[src/rtl/mac_consts.svh]
`ifndef MAC_CONSTS_SVH
`define MAC_CONSTS_SVH
`define MAC_DATA_W 16
`define MAC_PROD_W 32
`define MAC_ACC_W 40
`define MAC_EXT_W 8
`define MAC_BANKS 2
`define MAC_MODE_W 16
`define MAC_MODE_BANK_BIT 0
`define MAC_MODE_INT_BIT 4
`define MAC_FB_LSB 16
`define MAC_FB_MSB 31
`define MAC_MV_LSB 31
`define MAC_MV_MSB 39
`define MAC_REG_RST 16'h0000
`define MAC_EXT_RST 8'h00
`define MAC_ACC_RST 40'h00_0000_0000
`endif

[src/rtl/mac_pkg.sv]
package mac_pkg;
    // multiply/accumulate operation of one instruction
    typedef enum logic [1:0] {
        mac_op_mult, mac_op_add, mac_op_sub, mac_op_clear
    } mac_op_t;
    // x operand source, register file or result bus
    typedef enum logic [2:0] {
        mac_xsrc_x0, mac_xsrc_x1, mac_xsrc_alu,
        mac_xsrc_acc_low, mac_xsrc_acc_mid, mac_xsrc_acc_ext
    } mac_xsrc_t;
    // y operand source
    typedef enum logic [1:0] {
        mac_ysrc_y0, mac_ysrc_y1, mac_ysrc_feedback
    } mac_ysrc_t;
    // register selected for a data-bus or result-bus access
    typedef enum logic [2:0] {
        mac_reg_acc_low, mac_reg_acc_mid, mac_reg_acc_ext,
        mac_reg_x0, mac_reg_x1, mac_reg_y0, mac_reg_y1,
        mac_reg_feedback
    } mac_reg_t;
endpackage

[src/rtl/mac_multiplier.sv]
`timescale 1ns/100ps
`default_nettype none
`include "mac_consts.svh"
module mac_multiplier (
    // operands and their formats
    input wire logic [`MAC_DATA_W-1:0] x_data,
    input wire logic [`MAC_DATA_W-1:0] y_data,
    input wire logic x_signed,
    input wire logic y_signed,
    // product
    output logic [`MAC_PROD_W-1:0] product
);
    logic signed [`MAC_DATA_W:0] x_ext;
    logic signed [`MAC_DATA_W:0] y_ext;
    logic signed [2*`MAC_DATA_W+1:0] full;

    // one extra bit per operand carries the signed/unsigned choice
    assign x_ext = {x_signed & x_data[`MAC_DATA_W-1], x_data};
    assign y_ext = {y_signed & y_data[`MAC_DATA_W-1], y_data};
    assign full = x_ext * y_ext;
    assign product = full[`MAC_PROD_W-1:0];
endmodule
`default_nettype wire

[src/rtl/mac_operand_file.sv]
`timescale 1ns/100ps
`default_nettype none
`include "mac_consts.svh"
module mac_operand_file (
    // clock and reset
    input wire logic clk,
    input wire logic rst_n,
    // bank and read selects
    input wire logic bank,
    input wire logic op_sel,
    input wire logic bus_sel,
    // data memory bus write
    input wire logic dmd_we,
    input wire logic dmd_sel,
    input wire logic [`MAC_DATA_W-1:0] dmd_data,
    // program memory bus write
    input wire logic pmd_we,
    input wire logic pmd_sel,
    input wire logic [`MAC_DATA_W-1:0] pmd_data,
    // dual read ports
    output logic [`MAC_DATA_W-1:0] op_data,
    output logic [`MAC_DATA_W-1:0] bus_data
);
    logic [`MAC_DATA_W-1:0] regs [0:2*`MAC_BANKS-1];

    // entries are indexed {bank, register}; data bus wins a clash
    genvar i;
    generate
        for (i = 0; i < 2 * `MAC_BANKS; i++) begin : g_reg
            wire hit_d = dmd_we && ({bank, dmd_sel} == 2'(i));
            wire hit_p = pmd_we && ({bank, pmd_sel} == 2'(i));
            always_ff @(posedge clk or negedge rst_n) begin
                if (!rst_n)
                    regs[i] <= `MAC_REG_RST;
                else if (hit_d)
                    regs[i] <= dmd_data;
                else if (hit_p)
                    regs[i] <= pmd_data;
            end
        end
    endgenerate

    // two independent read ports on the stored values
    assign op_data = regs[{bank, op_sel}];
    assign bus_data = regs[{bank, bus_sel}];
endmodule
`default_nettype wire

[src/rtl/mac_unit.sv]
`timescale 1ns/100ps
`default_nettype none
`include "mac_consts.svh"
module mac_unit
    import mac_pkg::*;
(
    // clock and reset
    input wire logic clk,
    input wire logic rst_n,
    // mode status register from the sequencer
    input wire logic [`MAC_MODE_W-1:0] mode_status_register,
    // instruction for this cycle
    input wire logic op_valid,
    input wire mac_op_t op_code,
    input wire logic op_x_signed,
    input wire logic op_y_signed,
    input wire mac_xsrc_t op_x_src,
    input wire mac_ysrc_t op_y_src,
    input wire logic op_to_feedback,
    // alu result register on the result bus
    input wire logic [`MAC_DATA_W-1:0] alu_result_register,
    // data memory data bus
    input wire logic dmd_wr_en,
    input wire mac_reg_t dmd_wr_sel,
    input wire logic [`MAC_DATA_W-1:0] dmd_wr_data,
    input wire mac_reg_t dmd_rd_sel,
    output logic [`MAC_DATA_W-1:0] dmd_rd_data,
    // program memory data bus
    input wire logic pmd_wr_en,
    input wire logic pmd_wr_sel,
    input wire logic [`MAC_DATA_W-1:0] pmd_wr_data,
    // result bus driven by an accumulator section
    input wire mac_reg_t rbus_rd_sel,
    output logic [`MAC_DATA_W-1:0] rbus_rd_data,
    // overflow to the arithmetic status register
    output logic multiply_overflow_flag,
    output logic multiply_overflow_wr
);

    ////////////////////////////////////////////////////////////////////
    // helper functions

    // extension section as a 16-bit bus value
    function automatic logic [`MAC_DATA_W-1:0] ext_word(
        input logic [`MAC_EXT_W-1:0] e
    );
        ext_word = {{(`MAC_DATA_W-`MAC_EXT_W){e[`MAC_EXT_W-1]}}, e};
    endfunction

    // true for selections that target the x register file
    function automatic logic is_x_reg(input mac_reg_t r);
        is_x_reg = (r == mac_reg_x0) || (r == mac_reg_x1);
    endfunction

    // true for selections that target the y register file
    function automatic logic is_y_reg(input mac_reg_t r);
        is_y_reg = (r == mac_reg_y0) || (r == mac_reg_y1);
    endfunction

    // register file entry within x or y file
    function automatic logic file_index(input mac_reg_t r);
        file_index = (r == mac_reg_x1) || (r == mac_reg_y1);
    endfunction

    ////////////////////////////////////////////////////////////////////
    // declarations

    // mode view
    logic bank;
    logic int_mode;

    // banked registers
    logic [`MAC_DATA_W-1:0] acc_low [0:`MAC_BANKS-1];
    logic [`MAC_DATA_W-1:0] acc_mid [0:`MAC_BANKS-1];
    logic [`MAC_EXT_W-1:0] acc_ext [0:`MAC_BANKS-1];
    logic [`MAC_DATA_W-1:0] feedback [0:`MAC_BANKS-1];

    // active bank view
    logic [`MAC_DATA_W-1:0] cur_low;
    logic [`MAC_DATA_W-1:0] cur_mid;
    logic [`MAC_EXT_W-1:0] cur_ext;
    logic [`MAC_DATA_W-1:0] cur_fb;
    logic [`MAC_ACC_W-1:0] cur_acc;

    // operand file ports
    logic [`MAC_DATA_W-1:0] x_file_op;
    logic [`MAC_DATA_W-1:0] x_file_bus;
    logic [`MAC_DATA_W-1:0] y_file_op;
    logic [`MAC_DATA_W-1:0] y_file_bus;

    // file selects and enables
    logic x_op_sel;
    logic y_op_sel;
    logic x_dmd_we;
    logic y_dmd_we;

    // selected operands
    logic [`MAC_DATA_W-1:0] x_operand;
    logic [`MAC_DATA_W-1:0] y_operand;

    // product path
    logic [`MAC_PROD_W-1:0] product;
    logic prod_ext;
    logic [`MAC_ACC_W-1:0] prod_aligned;

    // sum and overflow
    logic [`MAC_ACC_W-1:0] sum;
    logic [`MAC_MV_MSB-`MAC_MV_LSB:0] top_bits;
    logic next_mv;

    // write steering
    logic acc_wr;
    logic fb_wr;
    logic low_load;
    logic mid_load;
    logic ext_load;
    logic fb_load;

    // next register values
    logic [`MAC_DATA_W-1:0] next_low;
    logic [`MAC_DATA_W-1:0] next_mid;
    logic [`MAC_EXT_W-1:0] next_ext;
    logic [`MAC_DATA_W-1:0] next_fb;

    ////////////////////////////////////////////////////////////////////
    // mode bits and the active bank

    // both mode bits are sampled combinationally: same clock domain
    assign bank = mode_status_register[`MAC_MODE_BANK_BIT];
    assign int_mode = mode_status_register[`MAC_MODE_INT_BIT];

    // only the selected bank is visible anywhere
    assign cur_low = acc_low[bank];
    assign cur_mid = acc_mid[bank];
    assign cur_ext = acc_ext[bank];
    assign cur_fb = feedback[bank];
    assign cur_acc = {cur_ext, cur_mid, cur_low};

    ////////////////////////////////////////////////////////////////////
    // operand register files

    // register-file read selects and data-bus write enables
    assign x_op_sel = (op_x_src == mac_xsrc_x1);
    assign y_op_sel = (op_y_src == mac_ysrc_y1);
    // data-bus writes that land in a file
    assign x_dmd_we = dmd_wr_en && is_x_reg(dmd_wr_sel);
    assign y_dmd_we = dmd_wr_en && is_y_reg(dmd_wr_sel);

    // x file: data bus only; the program bus port is not wired here
    mac_operand_file u_x_file (
        .clk(clk),
        .rst_n(rst_n),
        .bank(bank),
        .op_sel(x_op_sel),
        .bus_sel(file_index(dmd_rd_sel)),
        .dmd_we(x_dmd_we),
        .dmd_sel(file_index(dmd_wr_sel)),
        .dmd_data(dmd_wr_data),
        .pmd_we(1'b0),
        .pmd_sel(1'b0),
        .pmd_data(`MAC_REG_RST),
        .op_data(x_file_op),
        .bus_data(x_file_bus)
    );

    // y file: written from the data bus or the program bus
    mac_operand_file u_y_file (
        .clk(clk),
        .rst_n(rst_n),
        .bank(bank),
        .op_sel(y_op_sel),
        .bus_sel(file_index(dmd_rd_sel)),
        .dmd_we(y_dmd_we),
        .dmd_sel(file_index(dmd_wr_sel)),
        .dmd_data(dmd_wr_data),
        .pmd_we(pmd_wr_en),
        .pmd_sel(pmd_wr_sel),
        .pmd_data(pmd_wr_data),
        .op_data(y_file_op),
        .bus_data(y_file_bus)
    );

    ////////////////////////////////////////////////////////////////////
    // operand selection

    // x from its file or any result-bus register
    always_comb begin
        unique case (op_x_src)
            mac_xsrc_x0,
            mac_xsrc_x1: x_operand = x_file_op;
            mac_xsrc_alu: x_operand = alu_result_register;
            mac_xsrc_acc_low: x_operand = cur_low;
            mac_xsrc_acc_mid: x_operand = cur_mid;
            mac_xsrc_acc_ext: x_operand = ext_word(cur_ext);
            default: x_operand = x_file_op;
        endcase
    end

    // y from its file or the feedback register of the last result
    always_comb begin
        unique case (op_y_src)
            mac_ysrc_y0,
            mac_ysrc_y1: y_operand = y_file_op;
            mac_ysrc_feedback: y_operand = cur_fb;
            default: y_operand = y_file_op;
        endcase
    end

    ////////////////////////////////////////////////////////////////////
    // multiplier and product alignment

    // one multiplier serves the multiply, add and subtract operations
    mac_multiplier u_mult (
        .x_data(x_operand),
        .y_data(y_operand),
        .x_signed(op_x_signed),
        .y_signed(op_y_signed),
        .product(product)
    );

    // unsigned-by-unsigned products are zero-extended, others signed
    assign prod_ext = (op_x_signed | op_y_signed) & product[`MAC_PROD_W-1];

    // fractional drops the redundant sign bit: shift left, zero lsb
    assign prod_aligned = int_mode ?
        {{(`MAC_ACC_W-`MAC_PROD_W){prod_ext}}, product} :
        {{(`MAC_ACC_W-`MAC_PROD_W-1){prod_ext}}, product, 1'b0};

    ////////////////////////////////////////////////////////////////////
    // adder/subtractor

    // the 8 guard bits absorb intermediate overflow of a long sum
    always_comb begin
        unique case (op_code)
            mac_op_mult: sum = prod_aligned;
            mac_op_add: sum = cur_acc + prod_aligned;
            mac_op_sub: sum = cur_acc - prod_aligned;
            mac_op_clear: sum = `MAC_ACC_RST;
        endcase
    end

    // overflow: top nine bits neither all ones nor all zeros
    assign top_bits = sum[`MAC_MV_MSB:`MAC_MV_LSB];
    assign next_mv = ~(&top_bits) & (|top_bits);

    ////////////////////////////////////////////////////////////////////
    // write steering for the active bank

    // the result lands in the accumulator or in feedback
    assign acc_wr = op_valid && !op_to_feedback;
    assign fb_wr = op_valid && op_to_feedback;

    // a data-bus load of a section overrides the result in that section
    assign low_load = dmd_wr_en && (dmd_wr_sel == mac_reg_acc_low);
    assign mid_load = dmd_wr_en && (dmd_wr_sel == mac_reg_acc_mid);
    assign ext_load = dmd_wr_en && (dmd_wr_sel == mac_reg_acc_ext);
    assign fb_load = dmd_wr_en && (dmd_wr_sel == mac_reg_feedback);

    // low load touches no other section
    assign next_low = low_load ? dmd_wr_data :
        acc_wr ? sum[`MAC_DATA_W-1:0] : cur_low;

    // middle load also drives the extension fill
    assign next_mid = mid_load ? dmd_wr_data :
        acc_wr ? sum[2*`MAC_DATA_W-1:`MAC_DATA_W] : cur_mid;
    // an explicit extension load wins over the middle sign fill
    assign next_ext = ext_load ? dmd_wr_data[`MAC_EXT_W-1:0] :
        mid_load ? {`MAC_EXT_W{dmd_wr_data[`MAC_DATA_W-1]}} :
        acc_wr ? sum[`MAC_ACC_W-1:2*`MAC_DATA_W] : cur_ext;

    // feedback takes the data bus or result bits
    assign next_fb = fb_load ? dmd_wr_data :
        fb_wr ? sum[`MAC_FB_MSB:`MAC_FB_LSB] : cur_fb;

    ////////////////////////////////////////////////////////////////////
    // banked accumulator and feedback registers

    // only the selected bank updates; the other holds its context
    genvar b;
    generate
        for (b = 0; b < `MAC_BANKS; b++) begin : g_bank
            wire sel = (bank == 1'(b));
            always_ff @(posedge clk or negedge rst_n) begin
                if (!rst_n) begin
                    acc_low[b] <= `MAC_REG_RST;
                    acc_mid[b] <= `MAC_REG_RST;
                    acc_ext[b] <= `MAC_EXT_RST;
                    feedback[b] <= `MAC_REG_RST;
                end else if (sel) begin
                    acc_low[b] <= next_low;
                    acc_mid[b] <= next_mid;
                    acc_ext[b] <= next_ext;
                    feedback[b] <= next_fb;
                end
            end
        end
    endgenerate

    ////////////////////////////////////////////////////////////////////
    // overflow status toward the arithmetic status register

    // held flag plus a one-cycle strobe telling status to take it
    always_ff @(posedge clk or negedge rst_n) begin
        if (!rst_n) begin
            multiply_overflow_flag <= 1'b0;
            multiply_overflow_wr <= 1'b0;
        end else begin
            multiply_overflow_wr <= op_valid;
            if (op_valid)
                multiply_overflow_flag <= next_mv;
        end
    end

    ////////////////////////////////////////////////////////////////////
    // read ports

    // the data bus reads stored values, so a same-cycle write is
    // seen only on the next cycle
    always_comb begin
        unique case (dmd_rd_sel)
            mac_reg_acc_low: dmd_rd_data = cur_low;
            mac_reg_acc_mid: dmd_rd_data = cur_mid;
            mac_reg_acc_ext: dmd_rd_data = ext_word(cur_ext);
            mac_reg_x0,
            mac_reg_x1: dmd_rd_data = x_file_bus;
            mac_reg_y0,
            mac_reg_y1: dmd_rd_data = y_file_bus;
            mac_reg_feedback: dmd_rd_data = cur_fb;
        endcase
    end

    // only accumulator sections sit on the result bus; others read 0
    always_comb begin
        unique case (rbus_rd_sel)
            mac_reg_acc_low: rbus_rd_data = cur_low;
            mac_reg_acc_mid: rbus_rd_data = cur_mid;
            mac_reg_acc_ext: rbus_rd_data = ext_word(cur_ext);
            default: rbus_rd_data = `MAC_REG_RST;
        endcase
    end

endmodule
`default_nettype wire
[config.mk]
export PLATFORM = sky130hd
export DESIGN_NAME = mac_unit
export DESIGN_NICKNAME = d
export VERILOG_FILES = /design/src/rtl/mac_pkg.sv /design/src/rtl/mac_multiplier.sv /design/src/rtl/mac_operand_file.sv /design/src/rtl/mac_unit.sv
export VERILOG_INCLUDE_DIRS = /design/src /design/src/rtl
export SDC_FILE = /design/constraint.sdc
export NUM_CORES = 2
export LEC_CHECK = 0
export ABC_AREA = 1
export ABC_CLOCK_PERIOD_IN_PS = 10900
export BUFFER_PORTS_ARGS = -buffer_cell sky130_fd_sc_hd__buf_2
export CAP_MARGIN = 30
export CORE_MARGIN = 2
export CORE_UTILIZATION = 39
export DETAILED_ROUTE_END_ITERATION = 8
export HOLD_SLACK_MARGIN = 0.1
export PLACE_DENSITY = 0.64
export SKIP_LAST_GASP = 1
export SLEW_MARGIN = 20
export SYNTH_ARGS = -nofsm -noshare
export SYNTH_HDL_FRONTEND = slang
export SYNTH_HIERARCHICAL = 1
export SYNTH_SLANG_ARGS = --single-unit
[constraint.sdc]
create_clock -name clk -period 10.9 [get_ports clk]
set_input_delay 0.545 -clock clk [delete_from_list [all_inputs] [get_ports clk]]
set_output_delay 0.545 -clock clk [all_outputs]
set_load 0.01 [all_outputs]
# Yosys cells after proc, flatten, opt, wreduce, memory -nomap -nowiden
# Cells that the tools add are included.
[word_totals] out_inout_bits=34 latchBits=0 wordCells=153 rom_bits=0 register_bits=242 n_memories=0 ramBits=0
[op_classes] mul=1 reduce_logical=39 n_shift=0 add_sub_neg=2 n_div=0 n_bitwise=10 n_eq_ne=32 muxes=47 n_lt_le_gt_ge=4
[ops] cell="2-to-1 mux 16 bit" n=32
[ops] cell="one-hot mux 40 bit (4 select lines)" n=1
[ops] cell="binary-select mux 16 bit (select 2 bit)" n=4
[ops] cell="one-hot mux 16 bit (6 select lines)" n=1
[ops] cell="one-hot mux 16 bit (4 select lines)" n=1
[ops] cell="2-to-1 mux 8 bit" n=6
[ops] cell="one-hot mux 16 bit (3 select lines)" n=1
[ops] cell="adder 40 bit" n=1
[ops] cell="subtractor 40 bit" n=1
[ops] cell="2-to-1 mux 33 bit" n=1
[ops] cell="multiplier 17 x 17 -> 32 bit" n=1
[ops] cell="== test 3 bit, second input constant" n=10
[ops] cell="== test 3 x 2 -> 1 bit, second input constant" n=7
[ops] cell="logical AND 1 bit" n=20
[ops] cell="== test 2 bit, second input constant" n=7
[ops] cell="== test 3 x 1 -> 1 bit, second input constant" n=4
[ops] cell=">= comparator 3 bit, second input constant" n=3
[ops] cell="logical NOT 3 bit" n=3
[ops] cell="NOT 2 -> 3 bit" n=3
[ops] cell="AND reduction 9 bit" n=1
[ops] cell="OR reduction 9 bit" n=1
[ops] cell="== test 2 x 1 -> 1 bit, second input constant" n=4
[ops] cell="nonzero test 2 bit" n=4
[ops] cell="logical NOT 2 bit" n=3
[ops] cell="8 further kinds" n=15

# Longest topological paths before layout
[depth] ltp_word=15 depth_mapped=62 ltp_nobuf=60

# Cells and area by module
# The synthesis kept the hierarchy.
[modules_own_cells] module="mac_unit" cells_per_inst=2058 instances=1 area_per_inst_um2=11811.3 seq_area_each_um2=2852.7
[modules_own_cells] module="mac_multiplier" cells_per_inst=1532 instances=1 area_per_inst_um2=11468.5 seq_area_each_um2=0.0
[modules_own_cells] module="mac_operand_file (u_x_file)" cells_per_inst=635 instances=1 area_per_inst_um2=4287.9 seq_area_each_um2=1601.5
[modules_own_cells] module="mac_operand_file (u_y_file)" cells_per_inst=635 instances=1 area_per_inst_um2=4285.4 seq_area_each_um2=1601.5

# Least setup slack after synthesis
# No wires, ideal clock.
[synth_timing] path_kind="input-to-reg" from="in mode_status_register[0]" to="reg multiply_overflow_flag" arrival_ns=9.351 setup_time_ns=0.117 stages=55 t_required_ns=10.783 slack_ns=1.432 cell_sequence="clkbuf_1 inv_1 nand2_1 nand2_1 clkinv_1 nor2_1 a21oi_1 nand4_1 clkbuf_1 clkbuf_1 nand2_1 fa_1 inv_1 fa_1 inv_1 fa_1 inv_1 fa_1 [... 19 more ...] o21ai_2 xor2_1 ha_1 nand2_1 nor2_1 nand3_1 nor2_1 nand3_1 nand3_1 nand2_1 nand3_1 nand2_1 nor2_1 nand2_1 nor2_1 nand2_1 nand3_1 nand2_1"
[synth_between] word_cells_on_any_way=35
[synth_lines] element="start: declaration" line="mac_unit.sv:11" rtl="input wire logic [`MAC_MODE_W-1:0] mode_status_register,"
[synth_lines] element="NOT 2 -> 3 bit (implied by the code) or NOT 1 -> 2 bit (tied branches)"
[synth_lines] element="binary-select mux 16 bit (select 2 bit), or another cell as far along" line="mac_operand_file.sv:44" rtl="assign op_data = regs[{bank, op_sel}];"
[synth_lines] element="2-to-1 mux 16 bit (implied by the code), or another cell as far along (2 in series)" line="mac_operand_file.sv:44"
[synth_lines] element="one-hot mux 16 bit (4 select lines) (*)" line="mac_unit.sv:188" rtl="unique case (op_x_src)"
[synth_lines] element="net x_operand[7]" line="mac_unit.sv:98" rtl="logic [`MAC_DATA_W-1:0] x_operand;"
[synth_lines] element="multiplier 17 x 17 -> 32 bit (*)" line="mac_multiplier.sv:20" rtl="assign full = x_ext * y_ext;"
[synth_lines] element="net product[19]" line="mac_unit.sv:102" rtl="logic [`MAC_PROD_W-1:0] product;"
[synth_lines] element="2-to-1 mux 33 bit (*)" line="mac_unit.sv:225" rtl="assign prod_aligned = int_mode ?"
[synth_lines] element="subtractor 40 bit or adder 40 bit (tied branches)" line="mac_unit.sv:237, mac_unit.sv:236"
[synth_lines] element="one-hot mux 40 bit (4 select lines) (*)" line="mac_unit.sv:234" rtl="unique case (op_code)"
[synth_lines] element="AND reduction 9 bit" line="mac_unit.sv:244" rtl="assign next_mv = ~(&top_bits) & (|top_bits);"
[synth_lines] element="NOT 1 bit" line="mac_unit.sv:244"
[synth_lines] element="AND 1 bit (*)" line="mac_unit.sv:244"
[synth_lines] element="end signal: assignment" line="mac_unit.sv:310" rtl="multiply_overflow_flag <= next_mv;"
[synth_lines] element="end: declaration" line="mac_unit.sv:36" rtl="output logic multiply_overflow_flag,"
# The timed path passes the listed nets; every way through them passes the cells marked *. The select of a mux whose other input is x is not followed.
# A chain may end at the register's enable or synchronous reset.

# Worst setup path after layout
[layout_timing] from="in mode_status_register[0]" to="reg acc_mid[28] (netlist name)"
[layout_between] word_cells_on_any_way=32
[layout_lines] element="NOT 2 -> 3 bit (implied by the code) or NOT 1 -> 2 bit (tied branches)"
[layout_lines] element="binary-select mux 16 bit (select 2 bit), or another cell as far along" line="mac_operand_file.sv:44"
[layout_lines] element="2-to-1 mux 16 bit (implied by the code), or another cell as far along (2 in series)" line="mac_operand_file.sv:44"
[layout_lines] element="one-hot mux 16 bit (4 select lines) (*)" line="mac_unit.sv:188"
[layout_lines] element="net x_operand[14]" line="mac_unit.sv:98"
[layout_lines] element="multiplier 17 x 17 -> 32 bit (*)" line="mac_multiplier.sv:20"
[layout_lines] element="net product[17]" line="mac_unit.sv:102"
[layout_lines] element="2-to-1 mux 33 bit (*)" line="mac_unit.sv:225"
[layout_lines] element="subtractor 40 bit or adder 40 bit (tied branches)" line="mac_unit.sv:237, mac_unit.sv:236"
[layout_lines] element="one-hot mux 40 bit (4 select lines) (*)" line="mac_unit.sv:234"
[layout_lines] element="2-to-1 mux 16 bit (*)" line="mac_unit.sv:265" rtl="acc_wr ? sum[2*`MAC_DATA_W-1:`MAC_DATA_W] : cur_mid;"
[layout_lines] element="2-to-1 mux 16 bit (*)" line="mac_unit.sv:264" rtl="assign next_mid = mid_load ? dmd_wr_data :"
[layout_lines] element="end signal: indexed assignment" line="mac_unit.sv:286" rtl="acc_mid[b] <= `MAC_REG_RST;"
[layout_lines] element="end signal: indexed assignment" line="mac_unit.sv:291" rtl="acc_mid[b] <= next_mid;"
[layout_lines] element="end: declaration" line="mac_unit.sv:74" rtl="logic [`MAC_DATA_W-1:0] acc_mid [0:`MAC_BANKS-1];"
# Marked as above.

==> metrics.yaml <==
status: "completed"
cp_common_cell: "inv_1"
viasPerCell: 5.469
core_um2: 80680
worst_path_max_delay_cell: "o21ai_0"
worst_pin_slew_ns: 0.9633
nets: 5554
cts_tree: "done"
seqCellArea_um2: 6056
cap_violations: 0
yosys-top-cells-count: "nand2_1, inv_1, nor2_1, nand3_1, o21ai_0"
dpl_cell_area_um2: 35150
synth_top_area_share_pct: 19.01
worstSetupStartpointType: "input pin"
final_cell_area_um2: 36170
syn_inst: 4860
max_freq_mhz: 97.94
cts_setup_buffers: 0
ctsLongestPathBuffers: 3
clkTransAtPathRegs_ns: 0.06
die_w_um: 289.8
synth_area_um2: 31850
synth_cell_types: 49
grt_pass1_wl_um: 185200
hold_viol: 0
dr.pass1.iters: 6
ios: 123
async_flop_share_pct: 100.0
syn_to_final_growth_pct: 13.56
arrival_ns: 10.72
clock_latency_ns: 0.59
initial_core_util_pct: 39.48
dp.cells: 6084
fill_cells: 8426
drive_gt1_share_pct: 10.73
drc: 0
avgRoutedWirePerCell_um: 19.84
cp.required_ns: 11.41
overflow: 0
finalMaxSlewViolations: 0
vias: 33570
routabilityCongestion: 1.021
drt-total-wl_um: 121800
yosysMostFrequentCell: "nand2_1"
critPathMaxStageDelay_ns: 0.62
post-dp-hpwl_um: 95780
die_y_um: 289.8
synth_warnings: 6
grt_max_degree: 95
numCtsBuffers: 28
final_cell_count_no_fill: 6138
numClockSinks: 242
multi_input_area_um2: 22040
syn_area_per_cell_um2: 6.554
die_area_um2: 83980
setup_viol: 0
yosys.area.top_type: "dfrtp_1"
antenna_found_initial: 5
ys_ff_latch: 242
drtIter0Drc: 3851
grt_pass1_vias: 31380
n_antenna_cell: 0
ant_nets: 0
hold_class: "input pin to register"
skew_ns: 0.03438
synth_top_flop_cell: "dfrtp_1"
synth_area_leaders: "dfrtp_1, nand2_1, fa_1"
synth-edff-count: 0
cp_max_fo: 64
synth_seq_area_share_pct: 19.01
post-route-min-period_ns: 10.21
criticalPathCategory: "input pin to register"
htreeDepth: 1
cts-root-buf: "clkbuf_16"
fin_crit_sh_pct: 93.67
final_util_pct: 44.84
fp-row-count: 104
relSlewSlack_pct: 35.60
endpoint_kind: "register"
track_usage_pct: 28.81
io_buffers: 108
## layout make-up
class,count,area share (%)
multi-input cells,3629,60.92
inverters,767,8.007
well taps,1060,3.666
repair buffers,390,7.966
flip-flops and latches,242,16.74
clock inverters,14,0.5154
clock buffers,36,2.186
## per-layer routing
layer	wire length, um	GRT usage (%)	share of wire (%)
met1	50560	39.68	42
met2	52740	44.17	43
met3	11140	4.113	9.2
met4	7281	14.60	6.0
met5	36	0	0.030
## kinds of logic after synthesis
| logic type | Yosys count | share of synthesized area, % |
|---|---|---|
| simple gates | 2433 | 31.88 |
| buf+inv | 1025 | 12.70 |
| compound gates | 692 | 12.09 |
| fa+ha+maj | 407 | 22.66 |
| flops | 242 | 19.01 |
| xor+xnor | 59 | 1.622 |
| other cells | 1 | 0.01177 |
| mux | 1 | 0.03535 |
## placed cells by master, fill, tap and decap left out, drive strengths merged, types with 4 or more instances in the layout
master,count
nand2,1545
inv,766
buf,388
nor2,369
o21ai,364
nand3,348
fa,283
dfrtp,242
a21oi,138
nand4,130
ha,124
o22ai,95
xor2,43
conb,37
clkbuf,37
o211ai,21
nor3,20
a31oi,17
xnor2,16
a221oi,14
or2,14
a21o,9
clkinv,9
o21bai,8
a211oi,6
o2111ai,6
o21a,5
nand3b,5
a21boi,4
bufinv,4
## critical path, delay by kind of cell
family,cells,cell delay [ns]
adder cells (fa/ha/maj),8,3.65
AO/OA/AOI/OAI,14,3.25
buffers and inverters,13,1.75
AND/OR/NAND/NOR,8,1.00
XOR/XNOR,2,0.47
## path summary, 6_finish.rpt
path	slack [ns]	startpoint	cells past startpoint	endpoint
max in group asynchronous	8.94	rst_n	4	multiply_overflow_wr$_DFF_PN0_
hold / removal	0.12	op_valid	1	multiply_overflow_wr$_DFF_PN0_
min in group asynchronous	0.59	rst_n	2	u_x_file/regs[26]$_DFFE_PN0P_
setup reg to reg	0.80	acc_ext[7]$_DFFE_PN0P_	49	acc_mid[28]$_DFFE_PN0N_
setup / recovery	0.69	mode_status_register[0]	45	acc_mid[28]$_DFFE_PN0N_
hold reg to reg	0.48	feedback[13]$_DFFE_PN0P_	2	feedback[13]$_DFFE_PN0P_
## what timing repair did
item | in CTS | in global routing
endpoints found under the setup margin | 0 | 5
resized for setup | 0 | 3
hold buffers | 1 | 0
endpoints found under the hold margin | 92 | 0
## metrics by stage
| step | TNS [ns] | hold slack (ns) | worst slack [ns] |
|---|---|---|---|
| floorplan | 0 | 0.2494 | 1.432 |
| global placement | 0 | 0.4609 | 0.3142 |
| detailed placement | 0 | 0.4651 | 0.1892 |
| CTS | 0 | 0.1141 | 0.7508 |
| global route | -0.03390 | 0.1217 | -0.02261 |
| finish | 0 | 0.1249 | 0.6895 |
## sequential cells by signal, indices dropped and copies added, names as in the netlist
signal,count
multiply_overflow_flag,1
feedback,32
u_x_file/regs,64
multiply_overflow_wr,1
acc_ext,16
u_y_file/regs,64
acc_low,32
acc_mid,32
Power is not shown: default switching activity piles up to over one toggle a cycle in this logic, so the estimate is an artifact.
